## config.mk

```make
export PLATFORM = sky130hd
export DESIGN_NAME = fbip_top
export DESIGN_NICKNAME = d
export VERILOG_FILES = /design/src/rtl/fbip_pkg.sv /design/src/rtl/fbip_sync.sv /design/src/rtl/fbip_pad.sv /design/src/rtl/fbip_top.sv
export SDC_FILE = /design/constraint.sdc
export NUM_CORES = 1
export LEC_CHECK = 0
export ABC_AREA = 1
export ABC_CLOCK_PERIOD_IN_PS = 1400
export BUFFER_PORTS_ARGS = -buffer_cell sky130_fd_sc_hd__buf_2
export CORE_ASPECT_RATIO = 0.5
export CORE_UTILIZATION = 47
export CTS_CLUSTER_DIAMETER = 50
export DETAILED_ROUTE_END_ITERATION = 16
export HOLD_SLACK_MARGIN = 0.15
export MAX_ROUTING_LAYER = met4
export PLACE_DENSITY = 0.8
export RECOVER_POWER = 100
export SKIP_CTS_REPAIR_TIMING = 1
export SYNTH_ARGS = -nofsm -noshare
export SYNTH_HDL_FRONTEND = slang
export SYNTH_SLANG_ARGS = --single-unit
```

## constraint.sdc

```tcl
create_clock -name clk_i -period 1.4 [get_ports clk_i]
set_input_delay 0 -clock clk_i [delete_from_list [all_inputs] [get_ports clk_i]]
set_output_delay 0 -clock clk_i [all_outputs]
set_load 0.02 [all_outputs]
```

## src/rtl/fbip_pkg.sv

```systemverilog
// Summary of operation
// - An output-direction pin in GPIO function is driven from its bit of the port data register.
// - Reading the data register returns the written value for output pins.
// - Reading the data register returns the sampled pin level for input pins.
// - Data bits 3 to 0 map to pins 3 to 0, with 0 as low and 1 as high.
// - The direction register holds one bit per pin, 0 output and 1 input, reset to 0.
// - In output mode the two-bit code selects hi-z, P open drain, N open drain or push-pull.
// - In input mode the code selects hi-z, pull-down, pull-up or hi-z input.
// - The stored code is interpreted by the pin's current direction bit.
// - The config register is two bytes, bit 0 per pin low, bit 1 per pin high, word at low.
// - The config register resets to zero, so every pin starts as hi-z output.
// - Data and direction registers are byte-wide, 8-bit access only, read-write, reset 0.
// - The function-select register is two bytes, byte or word access, read-write, reset 0.
// - Each pin's function code routes it to GPIO, converter, serial or UART-timer use.
package fbip_pkg;

    // ************************************************************
    // Register indices, byte address is four times the index
    // ************************************************************
    localparam logic [15:0] FBIP_IDX_DATA  = 16'hF220;
    localparam logic [15:0] FBIP_IDX_DIR   = 16'hF221;
    localparam logic [15:0] FBIP_IDX_CFG_L = 16'hF222;
    localparam logic [15:0] FBIP_IDX_CFG_H = 16'hF223;
    localparam logic [15:0] FBIP_IDX_FSL_L = 16'hF224;
    localparam logic [15:0] FBIP_IDX_FSL_H = 16'hF225;

    // ************************************************************
    // Reset values and field positions
    // ************************************************************
    localparam logic [7:0]  FBIP_RST_BYTE  = 8'h00;
    localparam int          FBIP_LO_LSB    = 0;
    localparam int          FBIP_HI_LSB    = 8;
    localparam logic        FBIP_DIR_OUT   = 1'b0;
    localparam logic        FBIP_DIR_IN    = 1'b1;

    // ************************************************************
    // Avalon response codes
    // ************************************************************
    localparam logic [1:0]  FBIP_RESP_OK   = 2'h0;
    localparam logic [1:0]  FBIP_RESP_DEC  = 2'h3;

    // ************************************************************
    // Codes and carriers
    // ************************************************************
    typedef enum logic [1:0] {
        FBIP_CFG_HIZ  = 2'b00,
        FBIP_CFG_PCH  = 2'b01,
        FBIP_CFG_NCH  = 2'b10,
        FBIP_CFG_CMOS = 2'b11
    } fbip_cfg_t;

    typedef enum logic [1:0] {
        FBIP_FN_GPIO   = 2'b00,
        FBIP_FN_RCADC  = 2'b01,
        FBIP_FN_SERIAL = 2'b10,
        FBIP_FN_UART   = 2'b11
    } fbip_fsel_t;

    typedef struct packed {
        logic out;
        logic oe;
        logic pull_up;
        logic pull_dn;
    } fbip_pad_t;

    typedef struct packed {
        logic rc;
        logic serial;
        logic uart;
    } fbip_alt_t;

endpackage

```

## src/rtl/fbip_sync.sv

```systemverilog
module fbip_sync #(
    parameter int W = 4
) (
    input  wire logic         clk_i,
    input  wire logic         rst_i,
    input  wire logic [W-1:0] d_i,
    output logic      [W-1:0] q_o
);

    logic [W-1:0] meta_q;

    // ************************************************************
    // Two-flop synchroniser
    // ************************************************************
    always_ff @(posedge clk_i)
    begin
        if (rst_i)
        begin
            meta_q <= '0;
            q_o    <= '0;
        end
        else
        begin
            meta_q <= d_i;
            q_o    <= meta_q;
        end
    end

endmodule

```

## src/rtl/fbip_pad.sv

```systemverilog
module fbip_pad
    import fbip_pkg::*;
(
    input  wire logic               clk_i,
    input  wire logic               rst_i,
    input  wire logic               dir_i,
    input  wire fbip_pkg::fbip_cfg_t cfg_i,
    input  wire logic               data_i,
    output fbip_pkg::fbip_pad_t     pad_o
);

    fbip_pad_t pad_d;

    // ************************************************************
    // Driver decode
    // ************************************************************
    always_comb
    begin
        pad_d = '0;
        if (dir_i == FBIP_DIR_OUT)
        begin
            unique case (cfg_i)
                FBIP_CFG_HIZ:  pad_d = '0;
                FBIP_CFG_PCH:  begin pad_d.out = 1'b1; pad_d.oe = data_i; end
                FBIP_CFG_NCH:  begin pad_d.out = 1'b0; pad_d.oe = ~data_i; end
                FBIP_CFG_CMOS: begin pad_d.out = data_i; pad_d.oe = 1'b1; end
            endcase
        end
        else
        begin
            pad_d.pull_dn = (cfg_i == FBIP_CFG_PCH);
            pad_d.pull_up = (cfg_i == FBIP_CFG_NCH);
        end
    end

    always_ff @(posedge clk_i)
    begin
        if (rst_i)
            pad_o <= '0;
        else
            pad_o <= pad_d;
    end

endmodule

```

## src/rtl/fbip_top.sv

```systemverilog
module fbip_top
    import fbip_pkg::*;
#(
    parameter int N = 4
) (
    input  wire logic                 clk_i,
    input  wire logic                 rst_i,
    input  wire logic [17:0]          avs_address_i,
    input  wire logic                 avs_read_i,
    input  wire logic                 avs_write_i,
    input  wire logic [31:0]          avs_writedata_i,
    input  wire logic [3:0]           avs_byteenable_i,
    output logic      [31:0]          avs_readdata_o,
    output logic                      avs_waitrequest_o,
    output logic      [1:0]           avs_response_o,
    input  wire logic [N-1:0]         pin_i,
    output logic      [N-1:0]         pin_o,
    output logic      [N-1:0]         pin_oe_o,
    output logic      [N-1:0]         pull_up_o,
    output logic      [N-1:0]         pull_dn_o,
    input  wire fbip_pkg::fbip_alt_t [N-1:0] alt_data_i,
    output fbip_pkg::fbip_fsel_t [N-1:0]     func_sel_o,
    output logic      [N-1:0]         pin_level_o
);

    // ************************************************************
    // Declarations
    // ************************************************************
    logic [7:0]       data_q;
    logic [7:0]       dir_q;
    logic [7:0]       cfg_lo_q;
    logic [7:0]       cfg_hi_q;
    logic [7:0]       fsl_lo_q;
    logic [7:0]       fsl_hi_q;
    logic             done_q;
    logic             req;
    logic             take;
    logic [15:0]      idx;
    logic             sel_data;
    logic             sel_dir;
    logic             sel_cfg_l;
    logic             sel_cfg_h;
    logic             sel_fsl_l;
    logic             sel_fsl_h;
    logic             mapped;
    logic             wr_b0;
    logic             wr_b1;
    logic [7:0]       wbyte0;
    logic [7:0]       wbyte1;
    logic             wr_data;
    logic             wr_dir;
    logic             wr_cfg_lo;
    logic             wr_cfg_hi_b;
    logic             wr_cfg_hi_w;
    logic             wr_fsl_lo;
    logic             wr_fsl_hi_b;
    logic             wr_fsl_hi_w;
    logic [N-1:0]     level_sync;
    logic [N-1:0]     data_rb;
    logic [N-1:0]     drive_val;
    logic [31:0]      rdata_d;
    logic [31:0]      rdata_q;
    logic [1:0]       resp_d;
    logic [1:0]       resp_q;
    fbip_pad_t [N-1:0] pad;
    fbip_cfg_t [N-1:0] cfg_code;
    fbip_fsel_t [N-1:0] fsel_code;

    // ************************************************************
    // Bus handshake
    // ************************************************************
    assign req  = avs_read_i | avs_write_i;
    assign take = req & done_q;

    // One wait cycle per access, answer on second edge
    assign avs_waitrequest_o = req & ~done_q;

    always_ff @(posedge clk_i)
    begin
        if (rst_i)
            done_q <= 1'b0;
        else
            done_q <= req & ~done_q;
    end

    // ************************************************************
    // Address decode
    // ************************************************************
    assign idx       = avs_address_i[17:2];
    assign sel_data  = (idx == FBIP_IDX_DATA);
    assign sel_dir   = (idx == FBIP_IDX_DIR);
    assign sel_cfg_l = (idx == FBIP_IDX_CFG_L);
    assign sel_cfg_h = (idx == FBIP_IDX_CFG_H);
    assign sel_fsl_l = (idx == FBIP_IDX_FSL_L);
    assign sel_fsl_h = (idx == FBIP_IDX_FSL_H);

    assign mapped = sel_data | sel_dir | sel_cfg_l | sel_cfg_h
                  | sel_fsl_l | sel_fsl_h;

    assign wr_b0  = avs_write_i & take & avs_byteenable_i[0];
    assign wr_b1  = avs_write_i & take & avs_byteenable_i[1];
    assign wbyte0 = avs_writedata_i[FBIP_LO_LSB +: 8];
    assign wbyte1 = avs_writedata_i[FBIP_HI_LSB +: 8];

    // ************************************************************
    // Per-register write strobes
    // ************************************************************
    assign wr_data     = wr_b0 & sel_data;
    assign wr_dir      = wr_b0 & sel_dir;
    assign wr_cfg_lo   = wr_b0 & sel_cfg_l;
    assign wr_cfg_hi_b = wr_b0 & sel_cfg_h;
    assign wr_cfg_hi_w = wr_b1 & sel_cfg_l;
    assign wr_fsl_lo   = wr_b0 & sel_fsl_l;
    assign wr_fsl_hi_b = wr_b0 & sel_fsl_h;
    assign wr_fsl_hi_w = wr_b1 & sel_fsl_l;

    // ************************************************************
    // Data register
    // ************************************************************
    // byte lane only
    always_ff @(posedge clk_i)
    begin
        if (rst_i)
            data_q <= FBIP_RST_BYTE;
        else if (wr_data)
            data_q <= wbyte0;
    end

    // ************************************************************
    // Direction register
    // ************************************************************
    // reset to output
    always_ff @(posedge clk_i)
    begin
        if (rst_i)
            dir_q <= FBIP_RST_BYTE;
        else if (wr_dir)
            dir_q <= wbyte0;
    end

    // ************************************************************
    // Pad configuration register
    // ************************************************************
    // reset to hi-z output
    always_ff @(posedge clk_i)
    begin
        if (rst_i)
            cfg_lo_q <= FBIP_RST_BYTE;
        else if (wr_cfg_lo)
            cfg_lo_q <= wbyte0;
    end

    // byte or word at low address
    always_ff @(posedge clk_i)
    begin
        if (rst_i)
            cfg_hi_q <= FBIP_RST_BYTE;
        else if (wr_cfg_hi_b)
            cfg_hi_q <= wbyte0;
        else if (wr_cfg_hi_w)
            cfg_hi_q <= wbyte1;
    end

    // ************************************************************
    // Function-select register
    // ************************************************************
    // byte or word access
    always_ff @(posedge clk_i)
    begin
        if (rst_i)
            fsl_lo_q <= FBIP_RST_BYTE;
        else if (wr_fsl_lo)
            fsl_lo_q <= wbyte0;
    end

    always_ff @(posedge clk_i)
    begin
        if (rst_i)
            fsl_hi_q <= FBIP_RST_BYTE;
        else if (wr_fsl_hi_b)
            fsl_hi_q <= wbyte0;
        else if (wr_fsl_hi_w)
            fsl_hi_q <= wbyte1;
    end

    // ************************************************************
    // Per-pin codes
    // ************************************************************
    always_comb
    begin
        for (int i = 0; i < N; i++)
        begin
            cfg_code[i]  = fbip_cfg_t'({cfg_hi_q[i], cfg_lo_q[i]});
            fsel_code[i] = fbip_fsel_t'({fsl_hi_q[i], fsl_lo_q[i]});
        end
    end

    // ************************************************************
    // Input synchroniser
    // ************************************************************
    // two-flop input path
    fbip_sync #(
        .W (N)
    ) u_sync (
        .clk_i (clk_i),
        .rst_i (rst_i),
        .d_i   (pin_i),
        .q_o   (level_sync)
    );

    assign pin_level_o = level_sync;

    // ************************************************************
    // Data readback
    // ************************************************************
    always_comb
    begin
        data_rb = '0;
        for (int i = 0; i < N; i++)
        begin
            data_rb[i] = dir_q[i] ? level_sync[i] : data_q[i];
        end
    end

    // ************************************************************
    // Drive value select
    // ************************************************************
    always_comb
    begin
        drive_val = '0;
        for (int i = 0; i < N; i++)
        begin
            unique case (fsel_code[i])
                FBIP_FN_GPIO:   drive_val[i] = data_q[i];
                FBIP_FN_RCADC:  drive_val[i] = alt_data_i[i].rc;
                FBIP_FN_SERIAL: drive_val[i] = alt_data_i[i].serial;
                FBIP_FN_UART:   drive_val[i] = alt_data_i[i].uart;
            endcase
        end
    end

    // ************************************************************
    // Read mux
    // ************************************************************
    // upper bits read zero
    always_comb
    begin
        rdata_d = '0;
        resp_d  = FBIP_RESP_OK;
        if (sel_data)
            rdata_d[N-1:0] = data_rb;
        else if (sel_dir)
            rdata_d[N-1:0] = dir_q[N-1:0];
        else if (sel_cfg_l)
        begin
            rdata_d[FBIP_LO_LSB +: N] = cfg_lo_q[N-1:0];
            rdata_d[FBIP_HI_LSB +: N] = cfg_hi_q[N-1:0];
        end
        else if (sel_cfg_h)
            rdata_d[N-1:0] = cfg_hi_q[N-1:0];
        else if (sel_fsl_l)
        begin
            rdata_d[FBIP_LO_LSB +: N] = fsl_lo_q[N-1:0];
            rdata_d[FBIP_HI_LSB +: N] = fsl_hi_q[N-1:0];
        end
        else if (sel_fsl_h)
            rdata_d[N-1:0] = fsl_hi_q[N-1:0];
        if (!mapped)
            resp_d = FBIP_RESP_DEC;
    end

    // ************************************************************
    // Read data capture
    // ************************************************************
    always_ff @(posedge clk_i)
    begin
        if (rst_i)
            rdata_q <= '0;
        else if (req && !done_q)
            rdata_q <= avs_read_i ? rdata_d : '0;
    end

    // ************************************************************
    // Response capture
    // ************************************************************
    always_ff @(posedge clk_i)
    begin
        if (rst_i)
            resp_q <= FBIP_RESP_OK;
        else if (req && !done_q)
            resp_q <= resp_d;
    end

    assign avs_readdata_o = rdata_q;
    assign avs_response_o = resp_q;

    // ************************************************************
    // Pad drivers
    // ************************************************************
    for (genvar g = 0; g < N; g++)
    begin : g_pad
        fbip_pad u_pad (
            .clk_i  (clk_i),
            .rst_i  (rst_i),
            .dir_i  (dir_q[g]),
            .cfg_i  (cfg_code[g]),
            .data_i (drive_val[g]),
            .pad_o  (pad[g])
        );
    end

    // ************************************************************
    // Pin drive outputs
    // ************************************************************
    always_comb
    begin
        pin_o    = '0;
        pin_oe_o = '0;
        for (int i = 0; i < N; i++)
        begin
            pin_o[i]    = pad[i].out;
            pin_oe_o[i] = pad[i].oe;
        end
    end

    // ************************************************************
    // Pull outputs
    // ************************************************************
    always_comb
    begin
        pull_up_o = '0;
        pull_dn_o = '0;
        for (int i = 0; i < N; i++)
        begin
            pull_up_o[i] = pad[i].pull_up;
            pull_dn_o[i] = pad[i].pull_dn;
        end
    end

    // ************************************************************
    // Function-select outputs
    // ************************************************************
    assign func_sel_o = fsel_code;

endmodule

```

# After elaboration in Yosys (flattened, before gate mapping)
# Cells that the tools add are included.
word_totals:
  n_memories: 0
  rom_bits: 0
  ramBits: 0
  input_bits: 74
  out_inout_bits: 63
  ff_bits: 83
  latchBits: 0
classes:
  n_reduce_logical: 20
  n_eq_ne: 30
  addsub: 0
  shift: 0
  mul: 0
  muxes: 29
  bitwise_logic: 28
  div: 0
  n_lt_le_gt_ge: 0
op_table:
  columns: ["operator", "n"]
  rows:
  - ["$eq A16 B16 Y1 const B", 6]
  - ["$mux W4", 15]
  - ["$eq A2 B2 Y1 const B", 16]
  - ["$pmux W2 S4", 4]
  - ["$eq A2 B1 Y1 const B", 8]
  - ["$logic_not A2 Y1", 8]
  - ["$pmux W1 S4", 4]
  - ["$reduce_or A2 Y1", 8]
  - ["$and A1 B1 Y1", 13]
  - ["$mux W12", 1]
  - ["$not A1 Y1", 9]
  - ["$or A1 B1 Y1", 6]
  - ["$mux W1", 4]
  - ["$reduce_bool A2 Y1", 2]
  - ["$mux W2", 1]
  - ["$logic_and A1 B1 Y1", 1]
  - ["$logic_not A1 Y1", 1]

# Longest topological paths before layout
# Gate-level depths: netlist of the first run.
depth:
  word_depth: 8
  depth_mapped: 13
  ltp_nobuf: 13

# Modules after synthesis
# Synthesis of the first run repeated with hierarchy kept, for this count alone.
unflattened:
  hier_cells: 440
  hier_area_um2: 3061.7
modules_own_cells:
  columns: ["module", "n_inst", "seq_area_each_um2", "cells_per_inst", "area_each_um2"]
  rows:
  - ["fbip_top", 1, 680.7, 347, 2274.7]
  - ["fbip_pad", 4, 80.1, 17, 138.9]
  - ["fbip_sync", 1, 160.2, 25, 231.5]

# Least setup slack after synthesis of the first run
# No wires, ideal clock.
synth_timing:
  path_kind: "reg-to-reg"
  from: "register done_q"
  to: "register resp_q[0] (netlist: avs_response_o[0])"
  t_arrival_ns: 1.183
  path_stages_with_launch: 6
  setup_slack_ns: 0.148
  t_required_ns: 1.330
  period_less_slack_ns: 1.252
  path_buffers: 0
  setup_ns: 0.070
  path_cell_list: "dfxtp_1 a21oi_2 inv_1 nor4_1 nand2_1 a21oi_1"
synth_between:
  elab_chain_cells: 2
synth_rtl:
  columns: ["item", "line", "text"]
  rows:
  - ["start, declared", "fbip_top.sv:35", "logic done_q;"]
  - ["start signal, assigned", "fbip_top.sv:83", "done_q <= req & ~done_q;"]
  - ["$logic_not A1 Y1", "fbip_top.sv:290", "else if (req && !done_q)"]
  - ["$logic_and A1 B1 Y1", "fbip_top.sv:290", null]
  - ["end signal, assigned", "fbip_top.sv:291", "resp_q <= resp_d;"]
  - ["end, declared", "fbip_top.sv:64", "logic [1:0] resp_q;"]
# No other way between the ends.
# A chain may end at the register's enable or synchronous reset.

# Worst setup path in the final report of the first run
layout_timing:
  from: "register done_q"
  to: "register fsl_lo_q[1]"
layout_between:
  elab_chain_cells: 4
layout_rtl:
  columns: ["item", "line", "text"]
  rows:
  - ["$and A1 B1 Y1", "fbip_top.sv:73", "assign take = req & done_q;"]
  - ["$and A1 B1 Y1 (2 in a row)", "fbip_top.sv:100", "assign wr_b0 = avs_write_i & take & avs_byteenable_i[0];"]
  - ["$and A1 B1 Y1", "fbip_top.sv:113", "assign wr_fsl_lo = wr_b0 & sel_fsl_l;"]
  - ["end signal, assigned", "fbip_top.sv:173", "fsl_lo_q <= wbyte0;"]
  - ["end, declared", "fbip_top.sv:33", "logic [7:0] fsl_lo_q;"]
# No other way between the ends.

==> results by stage, run 1 <==
Die:
- The area inside the core boundary is 0.006131 mm^2.
- The number of core rows is 20.
- The die is 115.5 um wide.
- Pin placement for this block handled 137 I/O pins.
- The die height is 58.73 um.
- The initial utilization of the core area, before any placement, comes to 0.4935.
- The die outline area is 0.006781 mm^2.

Outcome:
- The run finished with clean final reports.

Final layout:
- The number of antenna diodes in the final layout is 0.
- At the end of the flow the core is filled with cells to 0.6429.
- Counting the fill cells in the layout gives 555.
- Of the cells placed in the final design, the portion with a size suffix greater than 1 is 0.2128.
- Summing all multi-input logic gate instances after layout gives 0.001460 mm^2.
- g_pad.u_pad.pad_o holds more flip-flops than any other register.
- Compared with the post-synthesis result, the final layout area differs by 30.27%.
- The storage element area is 0.001162 mm^2.
- For this run, the post-layout net count is 615.
- The number of flip-flops in the largest register is 16.

Pwr:
- The total power is 0.004106 W.
- The worst-case IR drop observed on VDD is 678.3 uV.
- Dividing total power by cell area gives a power density of 1042 mW/mm^2.
- For this design the static power due to leakage is 1.790 nW.

Route:
- The routed length per placed instance is 13.42 um.
- The detailed-route via count is 3144.
- After detailed routing, the number of remaining DRC violations is 0.
- In this run the remaining antenna-violating nets after routing total 0.
- The routed design has 8497 um of wire.
- The iteration-0 DRC count of the detailed router is 230.
- The length of the first detailed-routing pass in iterations is 7.
- After detailed routing, the number of vias per cell comes to 4.967.

Critical path:
- The end of the worst register-to-register path is fsl_lo_q[1].
- STA puts the critical path data arrival time at 1560 ps.
- The largest single stage delay on the critical path is 330 ps.
- Among cell families on the critical path, the largest total delay comes from simple AND/OR/NAND/NOR gates.
- The critical path runs through a total of 5 cells.
- The maximum fanout along the worst path is 7.
- Following the worst setup path forward leads to its endpoint at fsl_lo_q[1].
- The number of buffers and inverters on the critical path is 2.
- The worst setup path is captured at a register.
- The critical path launch point type is a register.
- The path type of the worst setup path is reg -> reg.
- The slowest stage of the critical path is the sky130_fd_sc_hd__dfxtp_1 cell.
- The number of cells on the worst reg-to-reg path is 5.
- The start point of the critical path is done_q.
- The critical path required time is 1650 ps.
- Traced cell by cell, the critical path runs through nand3_1 > inv_2 > clkbuf_1 > nand2_2 > a211oi_1.
- The register-to-register path setup slack is 80 ps.
- The startpoint identified for the worst register-to-register timing path is done_q.

Global routing:
- The number of antenna violations at the first check in global routing is 0.
- The via count of the first global-routing pass is 2738.
- The overall overflow remaining after global route is 0.
- For this run, the total global-route usage over all layers was measured as 0.2763.
- The global-route wire length before repair is 13340 um.
- Entering global routing, the biggest net connects 27 pins.

Worst hold path:
- Counting instances, the worst hold path has a depth of 5.
- The worst min-delay path category is in -> reg.

CTS:
- After clock tree synthesis, the clock-pin slew on the worst setup and hold paths is 50 ps.
- The maximum clock path buffer count is 2.
- The tree is rooted in a sky130_fd_sc_hd__clkbuf_16.
- Clock latency on the worst-skew pair, taken at its later pin, is 330 ps.
- The depth of the CTS H-tree is 3.
- The number of clock sinks seen by CTS is 58.
- In this run, CTS created clock tree buffers numbering 9.
- TritonCTS built the clock tree.

Timing:
- Setup violations remaining at the end of the flow were counted as 0.
- Hold timing on the final database bottoms out at a slack of 99.95 ps.
- Between clock sinks in the finished design, the worst skew comes to 5.860 ps.
- Based on the critical path, the design can be clocked at up to 758.9 MHz.
- Setup repair after global routing left no endpoint under its margin.
- The count of final hold-check violations is 0.
- Setup total negative slack on the finished layout was measured at 0 ps.
- The time the final worst path needs with I/O delays and setup is 1318 ps.
- The count of pins over their slew limit was 0.
- Dividing the final minimum period by the clock period gives 0.9412.

Logic synthesis:
- The number of cells produced by synthesis is 419.
- The number of enable-type register cells in the synthesized netlist is 0.
- sky130_fd_sc_hd__dfxtp_1 takes more of the synthesized area than any other cell.
- The async set-reset flop share out of synthesis is 0.
- The summed instance area of the synthesized netlist is 0.003025 mm^2.
- In the synthesized netlist, the cells that appear most often are 85 x sky130_fd_sc_hd__nand2_1, 61 x sky130_fd_sc_hd__inv_1, 58 x sky130_fd_sc_hd__dfxtp_1, 40 x sky130_fd_sc_hd__nor2_1, 26 x sky130_fd_sc_hd__buf_4.
- sky130_fd_sc_hd__nand2_1 is the most common cell in the netlist.
- By area the synthesized netlist is led by sky130_fd_sc_hd__dfxtp_1 38%, sky130_fd_sc_hd__nand2_1 11%, sky130_fd_sc_hd__inv_1 7.6%, sky130_fd_sc_hd__buf_4 6.5%, sky130_fd_sc_hd__nor2_1 5.0%.
- Dividing the synthesized area by the synthesized cell count gives 7.221 um^2.
- The share of the yosys chip area belonging to registers is 0.3838.
- For this run, the number of Yosys warnings is 0.
- The top cell type's share of synthesized area is 0.3838.
- Synthesis instantiated 37 different standard cells from the library.
- Synthesis inferred 58 register bits.
- The dominant register cell in the synthesized netlist is sky130_fd_sc_hd__dfxtp_1.

Placement:
- The sum of net half-perimeters after detailed placement is 6323 um.
- The port buffer count is 84.
- The final estimated routing congestion in global placement is 0.9465.

Flow run:
- The number of violations of the max-capacitance limit is 0.
## worst register-to-register path, delay by kind of cell, from the launching register on
family	cells	cell delay [ps]
AND/OR/NAND/NOR	2	360
flip-flops	1	330
AO/OA/AOI/OAI	1	220
buffers and inverters	2	330
## logic make-up (layout without fill, tap and decap cells)
kind of cell           after synthesis  in the layout  synth area share
AOI/OAI and AO/OA                   77             77            0.1584
buffers and inverters               97            200            0.1638
DFF                                 58             58            0.3838
other                                1             24          0.001240
and+or+nand+nor                    186            186            0.2928
## cell usage in the layout, fill, tap and decap left out, types with 2 or more instances in the layout
cell	instances
sky130_fd_sc_hd__a211oi_1	10
sky130_fd_sc_hd__a21oi_1	20
sky130_fd_sc_hd__a21oi_2	4
sky130_fd_sc_hd__a31oi_1	2
sky130_fd_sc_hd__buf_2	47
sky130_fd_sc_hd__buf_4	19
sky130_fd_sc_hd__clkbuf_1	40
sky130_fd_sc_hd__clkbuf_16	9
sky130_fd_sc_hd__clkinv_2	2
sky130_fd_sc_hd__conb_1	24
sky130_fd_sc_hd__dfxtp_1	57
sky130_fd_sc_hd__dlygate4sd3_1	12
sky130_fd_sc_hd__inv_1	60
sky130_fd_sc_hd__inv_2	4
sky130_fd_sc_hd__nand2_1	85
sky130_fd_sc_hd__nand2_2	4
sky130_fd_sc_hd__nand2_4	2
sky130_fd_sc_hd__nand3_1	20
sky130_fd_sc_hd__nand3_2	3
sky130_fd_sc_hd__nand4_1	6
sky130_fd_sc_hd__nor2_1	39
sky130_fd_sc_hd__nor2_2	5
sky130_fd_sc_hd__nor2_4	3
sky130_fd_sc_hd__nor3_1	10
sky130_fd_sc_hd__nor4_1	3
sky130_fd_sc_hd__o2111ai_1	4
sky130_fd_sc_hd__o211ai_1	6
sky130_fd_sc_hd__o21ai_0	20
sky130_fd_sc_hd__o21ai_1	2
sky130_fd_sc_hd__o22ai_1	6
## power breakdown
part	switching (W)	internal [W]
Sequential	0.00000993	0.00167
Clock	0.000716	0.00136
Combinational	0.000229	0.000122
## layer usage
layer,global-route usage,up-vias,wire length [um]
met2,0.4046,165,3589
met4,0.07607,0,146
met3,0.09887,18,988
li1,-,1568,-
met1,0.3596,1393,3772
met5,-,-,0
## through the flow
step / instance area [um^2] / instances / worst slack (ps)
after floorplan: 3112 / 442 / 147.6
after global placement: 3586 / 606 / 9.059
after detailed placement: 3586 / 606 / -9.792
after CTS: 3871 / 621 / 75.90
after global routing: 3941 / 633 / 2.033
final: 3941 / 633 / 82.31
## how the worst min path moves through the flow
stage	endpoint	start
4_1_cts	u_sync.meta_q[1]	pin_i[1]
2_1_floorplan	u_sync.meta_q[0]	pin_i[0]
5_1_grt	fsl_hi_q[3]	avs_writedata_i[11]
3_3_place_gp	u_sync.meta_q[2]	pin_i[2]
3_5_place_dp	u_sync.meta_q[2]	pin_i[2]
6_report	fsl_hi_q[3]	avs_writedata_i[11]
## cell type report
type	count	area share
Clock inverter	5	0.01429
Sequential cell	58	0.2949
Clock buffer	10	0.05810
Tap cell	88	0.02794
Multi-Input combinational cell	287	0.3705
Timing Repair Buffer	120	0.1717
Inverter	65	0.06254
(Power assumes the default switching activity.)
==> inputs of run 2 (changes only) <==
--- a/config.mk
+++ b/config.mk
@@ -9,6 +9,7 @@
 export ABC_CLOCK_PERIOD_IN_PS = 1400
 export BUFFER_PORTS_ARGS = -buffer_cell sky130_fd_sc_hd__buf_2
 export CORE_ASPECT_RATIO = 0.5
+export CORE_MARGIN = 3
 export CORE_UTILIZATION = 47
 export CTS_CLUSTER_DIAMETER = 50
 export DETAILED_ROUTE_END_ITERATION = 16
==> run 2 against run 1 <==
Worst setup slack gained 2.9 ps. Fmax grew 0.22%. Non-clock buffer count shrank 4. Power grew 1.4%. Flip-flop and latch count is the same. Clock-buffer cell count is the same. Hold slack gained 7.9 ps. Clock power grew 3%. Sequential power is essentially flat. Wire length grew 6.6%. Via count grew 1.6%. Cell count shrank 1.3%.
==> results by stage, run 2 (same netlist as run 1, synthesis figures left out) <==
Outcome:
- The flow ran to the end, and the final reports show no timing, DRC or antenna violations.

Placement:
- Once placement finished, the instance area stood at 0.003531 mm^2.
- The congestion estimate from routability-driven global placement came to 1.037.
- The worst setup slack before clock tree synthesis is -10.23 ps.
- During placement, the flow inserted port buffers numbering 84.
- The total instance count after detailed placement is 597.
- The HPWL after detailed placement is 6412 um.

Die:
- The die outline area is 0.007494 mm^2.
- The area inside the core boundary is 0.005848 mm^2.
- The effective utilization at floorplan is 0.5173.
- The floorplan has 19 rows.
- The die is 62.73 um tall.
- From left edge to right edge, the die measures 119.5 um.
- The boundary pin count is 137.

CTS:
- The number of buffers inserted during clock tree synthesis is 9.
- The TritonCTS clock tree is built.
- For the worst-skew pair, the clock arrives at the later sink with an insertion delay of 330 ps.
- The root buffer cell chosen for the clock tree is sky130_fd_sc_hd__clkbuf_16.
- The number of clock sinks seen by CTS is 58.
- No sink is reached through more buffers than the 2 on the longest clock path.
- CTS built an H-tree with a depth of 3.
- The clock slew seen by the registers of the worst setup and hold paths is 60 ps.

Critical path:
- The worst setup path is launched from a register.
- The worst setup path is of the reg -> reg kind.
- The number of cells on the worst reg-to-reg path is 6.
- The most critical setup path has its endpoint at g_pad[0].u_pad.pad_o[2].
- The register-to-register path setup slack is 90 ps.
- Traced cell by cell, the critical path runs through inv_1 > o21ai_0 > o22ai_1 > nor2_1 > inv_1 > a211oi_1.
- In this design, the critical path's most frequently occurring cell is sky130_fd_sc_hd__inv_1.
- The gate family responsible for the most delay along the worst path is compound AO/OA/AOI/OAI gates.
- The worst register-to-register path begins at fsl_lo_q[0].
- The end of the worst register-to-register path is g_pad[0].u_pad.pad_o[2].
- At the worst endpoint, the required time is 1640 ps.
- Among all stages on the critical path, the largest delay is contributed by sky130_fd_sc_hd__dfxtp_1.
- The buffering stage count on the worst path with inverters included is 2.
- The element type at the critical path end is a register.
- The most critical setup path has its startpoint at fsl_lo_q[0].
- The maximum fanout along the worst path is 4.
- The critical path crosses 6 cells after its start point.
- The signal arrival time at the worst endpoint is 1560 ps.
- On the worst path, the slowest cell contributes a delay of 360 ps.

Worst hold path:
- The path class of the tightest hold or removal check is in -> reg.

Global routing:
- Entering global routing, the biggest net connects 41 pins.
- The first global-routing pass estimated 14150 um of wire.
- The overall overflow remaining after global route is 0.
- The total routing resource utilization after global routing is 0.2444.
- The number of antenna violations at the first check in global routing came to 0.
- The via count of the first global-routing pass is 2952.

Pwr:
- The maximum VDD drop is 524.6 uV.
- The leakage power is 1.766 nW.
- The total power is 0.004164 W.
- Dividing total power by cell area gives a power density of 1067 mW/mm^2.

Timing:
- The final critical-path setup slack is 85.18 ps.
- The clock arrives with 7.842 ps of skew.
- Dividing the final minimum period by the clock period gives 0.9392.
- In the final timing run, aggregate negative setup slack is 0 ps.
- The count of final hold-check violations was 0.
- Setup violations remaining at the end of the flow were counted as 0.
- The time the final worst path needs with I/O delays and setup is 1315 ps.
- The count of pins over their slew limit came to 0.
- The highest achievable clock rate is 760.6 MHz.
- Setup repair after global routing left no endpoint under its margin.

Final layout:
- The finished layout holds 625 standard cells, fillers aside.
- The most common cell after layout, fill and taps aside is sky130_fd_sc_hd__nand2_1.
- g_pad.u_pad.pad_o holds more flip-flops than any other register.
- The fill cell total of the finished layout is 527.
- The final layout contains 611 nets.
- The fraction of final layout cells sized beyond drive strength 1 is 0.2070.
- The area growth from synthesis to layout is 28.95%.
- The register with the most flip-flops in the layout has 16 of them.
- In the layout the commonest cells are 85 x sky130_fd_sc_hd__nand2_1, 60 x sky130_fd_sc_hd__inv_1, 56 x sky130_fd_sc_hd__dfxtp_1, 47 x sky130_fd_sc_hd__buf_2, 40 x sky130_fd_sc_hd__clkbuf_1.
- The post-layout instance area is 0.003901 mm^2.
- The number of antenna diodes in the final layout is 0.

Route:
- The first routing iteration left 437 violations.
- After detailed routing, the number of vias per cell comes to 5.112.
- The final routed DRC violation total is 0.
- The remaining number of nets flagged by the antenna check after routing is 0.
- Summed over all layers, the routed wires come to 9054 um.
- The routed length per placed instance is 14.49 um.
- The length of the first detailed-routing pass in iterations is 5.
- The detailed-route via count is 3195.

Flow run:
- Across the run, the number of max-cap violations was 0.
==> run 2: per-stage QoR <==
step                hold slack (ps)  utilization
finish                        107.9       0.6671
detailed placement            206.7       0.6038
global route                  177.2       0.6671
global placement              206.4       0.6038
floorplan                     107.0            -
CTS                          -133.5       0.6525
==> run 2: layout make-up <==
class | instances | area [um^2] | share of cell area
Clock inverter | 5 | 56.30 | 0.01443
Clock buffer | 10 | 229.0 | 0.05869
Sequential cell | 58 | 1164 | 0.2983
Inverter | 65 | 246.5 | 0.06318
Multi-Input combinational cell | 287 | 1461 | 0.3746
Timing Repair Buffer | 116 | 639.4 | 0.1639
Tap cell | 84 | 105.1 | 0.02694
==> run 2: worst reg2reg max path, delay by kind of cell, from the launching register on <==
kind / cells / cell delay [ps]
DFF: 1 / 360
AOI/OAI and AO/OA: 3 / 570
buffers and inverters: 2 / 140
and+or+nand+nor: 1 / 150
==> run 2: worst min path at each step <==
| stage | from | endpoint | slack, ps | cells after the start |
|---|---|---|---|---|
| 6_report | avs_writedata_i[11] | fsl_hi_q[3] | 110 | 5 |
| 5_1_grt | avs_writedata_i[11] | fsl_hi_q[3] | 180 | 5 |
| 4_1_cts | pin_i[1] | u_sync.meta_q[1] | -130 | 3 |
| 3_5_place_dp | pin_i[1] | u_sync.meta_q[1] | 210 | 3 |
| 3_3_place_gp | pin_i[3] | u_sync.meta_q[3] | 210 | 3 |
| 2_1_floorplan | pin_i[0] | u_sync.meta_q[0] | 110 | 2 |
==> run 2: where the power goes <==
group | leakage, nW | internal, W | switching [W] | total [W]
Clock | 0.138 | 0.00136 | 0.000777 | 0.00214
Combinational | 1.16 | 0.000117 | 0.000230 | 0.000347
Sequential | 0.470 | 0.00167 | 0.0000105 | 0.00168
==> run 2: layer usage <==
metal | vias up | part of all wire | global-route usage
met5 | - | 0 | -
met4 | 0 | 0.021 | 0.09415
met1 | 1395 | 0.41 | 0.2962
li1 | 1562 | - | -
met2 | 206 | 0.43 | 0.3708
met3 | 32 | 0.13 | 0.09222
